===== config.mk =====
export PLATFORM = sky130hd
export DESIGN_NAME = conv_seq
export DESIGN_NICKNAME = d
export VERILOG_FILES = /design/src/conv_seq_pkg.sv /design/src/conv_seq.sv
export VERILOG_INCLUDE_DIRS = /design/src
export SDC_FILE = /design/constraint.sdc
export NUM_CORES = 1
export LEC_CHECK = 0
export ABC_AREA = 1
export BUFFER_PORTS_ARGS = -buffer_cell sky130_fd_sc_hd__buf_2
export CAP_MARGIN = 0
export CORE_MARGIN = 4
export CORE_UTILIZATION = 30
export CTS_BUF_LIST = sky130_fd_sc_hd__clkbuf_16
export DETAILED_ROUTE_END_ITERATION = 12
export GPL_TIMING_DRIVEN = 0
export SYNTH_ARGS = -nofsm -noshare
export SYNTH_HDL_FRONTEND = slang
export SYNTH_SLANG_ARGS = --single-unit

===== constraint.sdc =====
create_clock -name core_clk -period 1.65 [get_ports core_clk]
set_clock_uncertainty 0.05 [all_clocks]
set_input_delay 0.4125 -clock core_clk [delete_from_list [all_inputs] [get_ports core_clk]]
set_output_delay 0.4125 -clock core_clk [all_outputs]
set_load 0.05 [all_outputs]

===== src/conv_seq_regs.svh =====
/*
  timing constants and counts for the conversion clock sequencer.
  assumes inclusion by bare name from the sequencer module.
*/
`ifndef CONV_SEQ_REGS_SVH
`define CONV_SEQ_REGS_SVH

// =====================================================================
// conversion timing
`define HOLD_FALL_EDGE       4'h3
`define CONV_PIN_CYCLES      6'h14
`define CONV_DIV_FACTOR      2
`define CONV_INT_CYCLES      4'hA
`define STROBE_GUARD_NS      20
`define CORE_CLK_NS          20
`define STROBE_GUARD_CYC     ((`STROBE_GUARD_NS + `CORE_CLK_NS - 1) / `CORE_CLK_NS)
`define RESULT_RESET         8'h00

`endif


===== src/conv_seq_pkg.sv =====
/*
  types shared by the conversion clock sequencer.
  assumes conv_seq_regs.svh holds the numeric constants.
*/
package conv_seq_pkg;

  typedef enum logic [1:0] {
    ST_IDLE,
    ST_CONV,
    ST_DONE
  } seq_state_t;

  typedef struct packed {
    logic cs_n;
    logic rd_n;
  } host_strobe_t;

  typedef struct packed {
    logic busy_n;
    logic sampling_switch;
    logic osc_clamp;
    logic div_clk;
    logic latch_load;
  } seq_status_t;

endpackage


===== src/conv_seq.sv =====
/*
  digital sequencer of an 8-bit successive-approximation converter:
  start detect, clock-pin divide by two, hold timing, cycle count,
  busy handshake, result latch and clock gating.
  assumes clk_pin is already synchronous to core_clk and at least one
  core clock per level; the sar result arrives on sar_result.
  limitation: a pin level shorter than one core clock may lose a fall,
  which stretches the conversion by one pin cycle.
  the clamp output is the same for internal and external clocking; the
  analog side decides whether it acts on it.
*/
// Behaviour
// - hold on third clock-pin falling edge after start
// - switch closed at start, input tracked
// - on finish switch closes, tracking resumes
// - internal clock is clock pin divided by two
// - conversion lasts 20 pin, 10 internal cycles
// - internal oscillator clamped off after conversion
// - ignore clock pin while idle
// - busy low during conversion
// - at end busy high, result latched
`timescale 1ns/1ns
`include "conv_seq_regs.svh"

module conv_seq #(
  parameter int DATA_W = 8
) (
  input  wire logic                       core_clk,
  input  wire logic                       rst_n,
  input  wire conv_seq_pkg::host_strobe_t strobe,
  input  wire logic                       clk_pin,
  input  wire logic [DATA_W-1:0]          sar_result,
  output logic                            busy_n,
  output logic                            sampling_switch,
  output logic                            timing_capacitor_clamp,
  output logic                            div_clk,
  output logic                            conv_done,
  output logic [DATA_W-1:0]               data_out
);

  // ===================================================================
  // parameter check
  // a result latch of no width cannot hold a code, so stop elaboration
  if (DATA_W < 1) begin : g_bad_width
    $error("DATA_W must be positive");
  end

  // ===================================================================
  // decode helpers
  // true on the pin fall that opens the hold phase
  function automatic logic hold_edge(input logic [3:0] falls_seen);
    return (falls_seen + 4'h1) == `HOLD_FALL_EDGE;
  endfunction

  // true on the pin fall that ends the conversion; the pin count and
  // the divided count must agree, so one skewed counter cannot cut a
  // conversion short
  function automatic logic final_edge(
    input logic [5:0] pin_seen,
    input logic [3:0] int_seen,
    input logic       div_now
  );
    return ((pin_seen + 6'h01) == `CONV_PIN_CYCLES) && div_now &&
           ((int_seen + 4'h1) == `CONV_INT_CYCLES);
  endfunction

  // ===================================================================
  // start detection
  logic start_req;
  logic strobe_low_q;
  logic strobe_low_d;

  assign strobe_low_d = !strobe.cs_n && !strobe.rd_n;
  // a conversion begins on the edge where both strobes become low; a
  // host that keeps them low through completion starts nothing more.
  // a strobe edge close to a pin fall may or may not count that fall,
  // so the host keeps its strobes away from falls when timing matters
  assign start_req = strobe_low_d && !strobe_low_q;

  // ===================================================================
  // sequencing state
  conv_seq_pkg::seq_state_t  state_q;
  conv_seq_pkg::seq_state_t  state_d;
  // status flops travel together; each output but data_out is one member
  conv_seq_pkg::seq_status_t stat_q;
  conv_seq_pkg::seq_status_t stat_d;
  logic                      pin_q;
  logic                      pin_d;
  // falls up to the hold edge, all pin falls, divided cycles
  logic [3:0]                fall_cnt_q;
  logic [3:0]                fall_cnt_d;
  logic [5:0]                pin_cyc_q;
  logic [5:0]                pin_cyc_d;
  logic [3:0]                int_cyc_q;
  logic [3:0]                int_cyc_d;
  logic [DATA_W-1:0]         data_q;
  logic [DATA_W-1:0]         data_d;
  logic                      pin_fall;

  // ===================================================================
  // clock-pin edge
  // the pin is sampled every core clock; a fall is a one then a zero.
  // pin edges only matter while converting, so idle toggles are dropped
  // by the state machine rather than gated here
  assign pin_fall = pin_q && !clk_pin;

  // ===================================================================
  // next-state logic
  always_comb begin
    state_d           = state_q;
    stat_d            = stat_q;
    stat_d.latch_load = 1'b0;
    pin_d             = clk_pin;
    fall_cnt_d        = fall_cnt_q;
    pin_cyc_d         = pin_cyc_q;
    int_cyc_d         = int_cyc_q;
    data_d            = data_q;
    unique case (state_q)
      conv_seq_pkg::ST_IDLE, conv_seq_pkg::ST_DONE: begin
        state_d                = conv_seq_pkg::ST_IDLE;
        stat_d.div_clk         = 1'b0;
        stat_d.sampling_switch = 1'b1;
        if (start_req) begin
          state_d          = conv_seq_pkg::ST_CONV;
          fall_cnt_d       = 4'h0;
          pin_cyc_d        = 6'h00;
          int_cyc_d        = 4'h0;
          stat_d.div_clk   = 1'b0;
          stat_d.busy_n    = 1'b0;
          stat_d.osc_clamp = 1'b0;
        end
      end
      conv_seq_pkg::ST_CONV: begin
        // starts seen here are dropped: no retrigger mid conversion
        if (pin_fall) begin
          stat_d.div_clk = !stat_q.div_clk;
          pin_cyc_d      = pin_cyc_q + 6'h01;
          if (stat_q.div_clk) begin
            int_cyc_d = int_cyc_q + 4'h1;
          end
          // saturate so the hold edge is decoded once per conversion
          if (fall_cnt_q != `HOLD_FALL_EDGE) begin
            fall_cnt_d = fall_cnt_q + 4'h1;
          end
          if (hold_edge(fall_cnt_q)) begin
            stat_d.sampling_switch = 1'b0;
          end
          if (final_edge(pin_cyc_q, int_cyc_q, stat_q.div_clk)) begin
            // final divided cycle reached: end the conversion
            state_d                = conv_seq_pkg::ST_DONE;
            stat_d.sampling_switch = 1'b1;
            stat_d.busy_n          = 1'b1;
            stat_d.osc_clamp       = 1'b1;
            stat_d.div_clk         = 1'b0;
            stat_d.latch_load      = 1'b1;
            data_d                 = sar_result;
          end
        end
      end
      default: begin
        state_d = conv_seq_pkg::ST_IDLE;
      end
    endcase
  end

  // ===================================================================
  // state registers
  // reset leaves the switch closed and the pin clamped, so an idle
  // converter tracks its input and its oscillator stays stopped
  always_ff @(posedge core_clk) begin
    if (!rst_n) begin
      state_q                <= conv_seq_pkg::ST_IDLE;
      strobe_low_q           <= 1'b0;
      pin_q                  <= 1'b1;
      fall_cnt_q             <= 4'h0;
      pin_cyc_q              <= 6'h00;
      int_cyc_q              <= 4'h0;
      stat_q.busy_n          <= 1'b1;
      stat_q.sampling_switch <= 1'b1;
      stat_q.osc_clamp       <= 1'b1;
      stat_q.div_clk         <= 1'b0;
      stat_q.latch_load      <= 1'b0;
      data_q                 <= DATA_W'(`RESULT_RESET);
    end else begin
      state_q                <= state_d;
      strobe_low_q           <= strobe_low_d;
      pin_q                  <= pin_d;
      fall_cnt_q             <= fall_cnt_d;
      pin_cyc_q              <= pin_cyc_d;
      int_cyc_q              <= int_cyc_d;
      stat_q                 <= stat_d;
      data_q                 <= data_d;
    end
  end

  // ===================================================================
  // outputs, each straight from a register
  assign busy_n                 = stat_q.busy_n;
  assign sampling_switch        = stat_q.sampling_switch;
  assign timing_capacitor_clamp = stat_q.osc_clamp;
  assign div_clk                = stat_q.div_clk;
  assign conv_done              = stat_q.latch_load;
  assign data_out               = data_q;

endmodule


==> impl_metrics.json <==
{
  "die_h_microns": 76.62,
  "rsz0062_at_grt": "yes",
  "synth.avg_cell_area_sq_um": 7.357,
  "via_per_inst": 4.682,
  "synth_top_cell_area_share_pct": 42.52,
  "dr.pass1.iters": 5,
  "ys_seq_area_share_pct": 42.52,
  "first_global_vias": 1290,
  "rr_worst_depth": 12,
  "max_freq_ghz": 0.6160,
  "worst_slew_margin_rel_pct": 68.30,
  "grt_pass1_wl_microns": 5382,
  "syn_nets": 211,
  "die_x_microns": 76.62,
  "switching_share_pct": 23.77,
  "p_int_uw": 1508,
  "crit_type": "flip-flop to flip-flop",
  "yosys.area.top_type": "dfxtp_1",
  "critical_path.max_fanout": 4,
  "wl_per_cell_microns": 11.34,
  "min_path_cells": 2,
  "crit_path_end_kind": "flip-flop",
  "r2r_setup_slack_ns": 0.03,
  "r2r_end": "sampling_switch",
  "clk_pin_slew_worst_paths_ns": 0.05,
  "syn_to_final_growth_pct": 37.20,
  "worst_slew_pin_slew_ns": 0.4755,
  "r2r_start": "pin_cyc_q[0]",
  "synth_top_family_by_area": "simple AND/OR/NAND/NOR gates",
  "synth_seq_cells": 30,
  "cp.required_ns": 1.75,
  "placed_area_sq_um": 1599,
  "vdd_drop_max_uv": 535.3,
  "diodes": 0,
  "leakagePower_uw": 0.0008943,
  "numCtsBuffers": 5,
  "status": "complete, no violations",
  "hold_class": "input port to flip-flop",
  "cts_tree": "built",
  "placed_cells": 268,
  "ant_nets": 0,
  "synth_compound_area_share_pct": 10.98,
  "yosys-mux-area-fraction_pct": 0,
  "yosys-top-cells-area": "dfxtp_1 (43%), nand2_1 (17%), ha_1 (5.3%)",
  "power.switching_uw": 470.1,
  "setup_viol": 0,
  "vias": 1339,
  "power_frac_clock_pct": 53.2,
  "place_hpwl_microns": 2164,
  "gr-total-overflow": 0,
  "globalplace.congestion": 0.7703,
  "instances_no_fill": 286,
  "drt-initial-drc-count": 60,
  "synthAdderAreaFrac_pct": 5.314,
  "die_area_sq_um": 5871,
  "drv_slew": 0,
  "htreeDepth": 2,
  "yosys.area_share.simple_pct": 32.42,
  "fin_area_sq_um": 1938,
  "grt_usage_pct": 11.22,
  "clock_sinks": 30,
  "cp.arrival_ns": 1.72,
  "power_uw": 1978,
  "ys_warn_count": 0,
  "start_kind": "flip-flop",
  "period_share_pct": 98.39,
  "period_minus_slack_ns": 1.623,
  "p_per_area_nw_per_um2": 1020,
  "drt_wl_total_microns": 3244,
  "min_to": "strobe_low_q",
  "hold_viol_final": 0,
  "cts_root_buf": "clkbuf_16",
  "grt_max_degree": 12,
  "seqPwrFrac_pct": 38.3,
  "combPwrFrac_pct": 8.5,
  "drive_above_1_share_pct": 34.62,
  "antenna_found_initial": 0,
  "synthCells": 192,
  "ioPinCount": 26,
  "clockBufferDepth": 2,
  "synth-xor-area-share_pct": 1.240,
  "start_util_pct": 31.78,
  "core_sq_um": 4444,
  "synth_cell_types": 28,
  "nets": 252,
  "drcViolationCount": 0,
  "hp-start": "strobe[1]",
  "io_buffers": 24,
  "clock_latency_ns": 0.28,
  "drv_cap": 0,
  "syn_area_sq_um": 1413,
  "placementRows": 24
}
[cells in the final DEF, fill, tap and decap left out, types with 4 or more instances in the layout]
master / synthesis / routed
a21oi_1: 13 / 12
buf_2: 1 / 25
buf_4: 1 / 8
clkbuf_16: 0 / 5
dfxtp_1: 30 / 24
ha_1: 6 / 4
inv_1: 16 / 16
inv_2: 6 / 6
nand2_1: 64 / 55
nand2_2: 0 / 8
nand3_1: 8 / 8
nand4_1: 4 / 4
nor2_1: 10 / 8
nor2_4: 1 / 4
o21ai_0: 7 / 7
[registers in the layout, summed over array words and instances (netlist names)]
register and count:
div_clk 1, strobe_low_q 1, sampling_switch 1, pin_cyc_q 6
state_q 2, int_cyc_q 4, pin_q 1, busy_n 1
fall_cnt_q 4, data_out 8, conv_done 1
[final cells by class]
| type | instances | area (sq um) |
|---|---|---|
| Multi-Input combinational cell | 135 | 772.0 |
| Timing Repair Buffer | 34 | 206.4 |
| Inverter | 23 | 88.84 |
| Fill cell | 451 | 2506 |
| Clock inverter | 3 | 45.04 |
| Tap cell | 52 | 65.06 |
| Buffer | 4 | 20.02 |
| Sequential cell | 30 | 615.6 |
| Clock buffer | 5 | 125.1 |
[critical path, stage by stage, from the launching register on]
cell     delay (ns)
dfxtp_4        0.36
ha_4           0.17
nand2_4        0.07
inv_4          0.03
nor2_4         0.11
nand3_2        0.09
nor2_4         0.15
nand3_4        0.11
buf_4          0.16
nand2_1        0.05
nand2_1        0.04
nand2_1        0.05
nand3_1        0.06
[cell families (layout without fill, tap and decap cells)]
group,after synthesis,after routing
and+or+nand+nor,99,99
DFF,30,30
AOI/OAI and AO/OA,28,28
buffers and inverters,27,69
adders and majority gates,6,6
xor gates and xnor gates,2,2
[worst max path at each step]
stage	startpoint	endpoint	slack, ns	cells past startpoint
6_report	pin_cyc_q[0]	sampling_switch	0.03	12
5_1_grt	pin_cyc_q[0]	data_out[2]	-0.09	11
4_1_cts	pin_cyc_q[0]	data_out[2]	-0.05	12
3_5_place_dp	pin_cyc_q[0]	data_out[6]	-0.21	9
3_3_place_gp	pin_cyc_q[0]	data_out[5]	-0.18	9
2_1_floorplan	pin_cyc_q[0]	data_out[0]	0.07	11
[synthesized netlist by cell type]
cell / instances
nand2_1: 64
dfxtp_1: 30
inv_1: 16
a21oi_1: 13
nor2_1: 10
nand3_1: 8
o21ai_0: 7
ha_1: 6
inv_2: 6
nand4_1: 4
nor2_2: 4
nor3_1: 3
o21ai_1: 3
a211oi_1: 2
clkbuf_1: 2
nand3_2: 2
a2bb2oi_1: 1
a31oi_1: 1
buf_2: 1
buf_4: 1
clkinv_1: 1
nand3_4: 1
nor2_4: 1
nor3_2: 1
nor3_4: 1
o211a_1: 1
xnor2_1: 1
xor2_1: 1
[what timing repair did]
item / in CTS / in global routing
hold buffers: 0 / 0
setup endpoints to repair: 11 / 14
pin swaps: 4 / 11
resized for setup: 22 / 11
gates cloned: 1 / 0
setup buffers: 12 / 0
[metal layers]
layer / track usage [%] / wire, microns
met5: 0 / 0
met4: 3.261 / 27
met3: 4.137 / 163
met2: 20.30 / 1625
met1: 12.16 / 1427
[power by group through the flow]
stage               Clock [uW]  Sequential (uW)  Combinational, uW
floorplan                    0              797               94.2
global placement             0              777                159
detailed placement           0              777                161
CTS                       1070              757                170
global route              1100              760                188
finish                    1050              757                169
[metrics by stage]
| stage | setup WS [ns] | hold WS, ns | TNS (ns) | utilization (%) |
|---|---|---|---|---|
| after floorplan | 0.06901 | 0.4070 | 0 | - |
| after global placement | -0.1848 | 0.3749 | -1.678 | 35.98 |
| after detailed placement | -0.2105 | 0.3791 | -1.958 | 35.98 |
| after CTS | -0.04865 | 0.2559 | -0.3216 | 44.17 |
| after global routing | -0.08654 | 0.2557 | -0.7132 | 43.61 |
| final | 0.02658 | 0.2572 | 0 | 43.61 |
No activity file was read; power rests on OpenSTA's default activity.
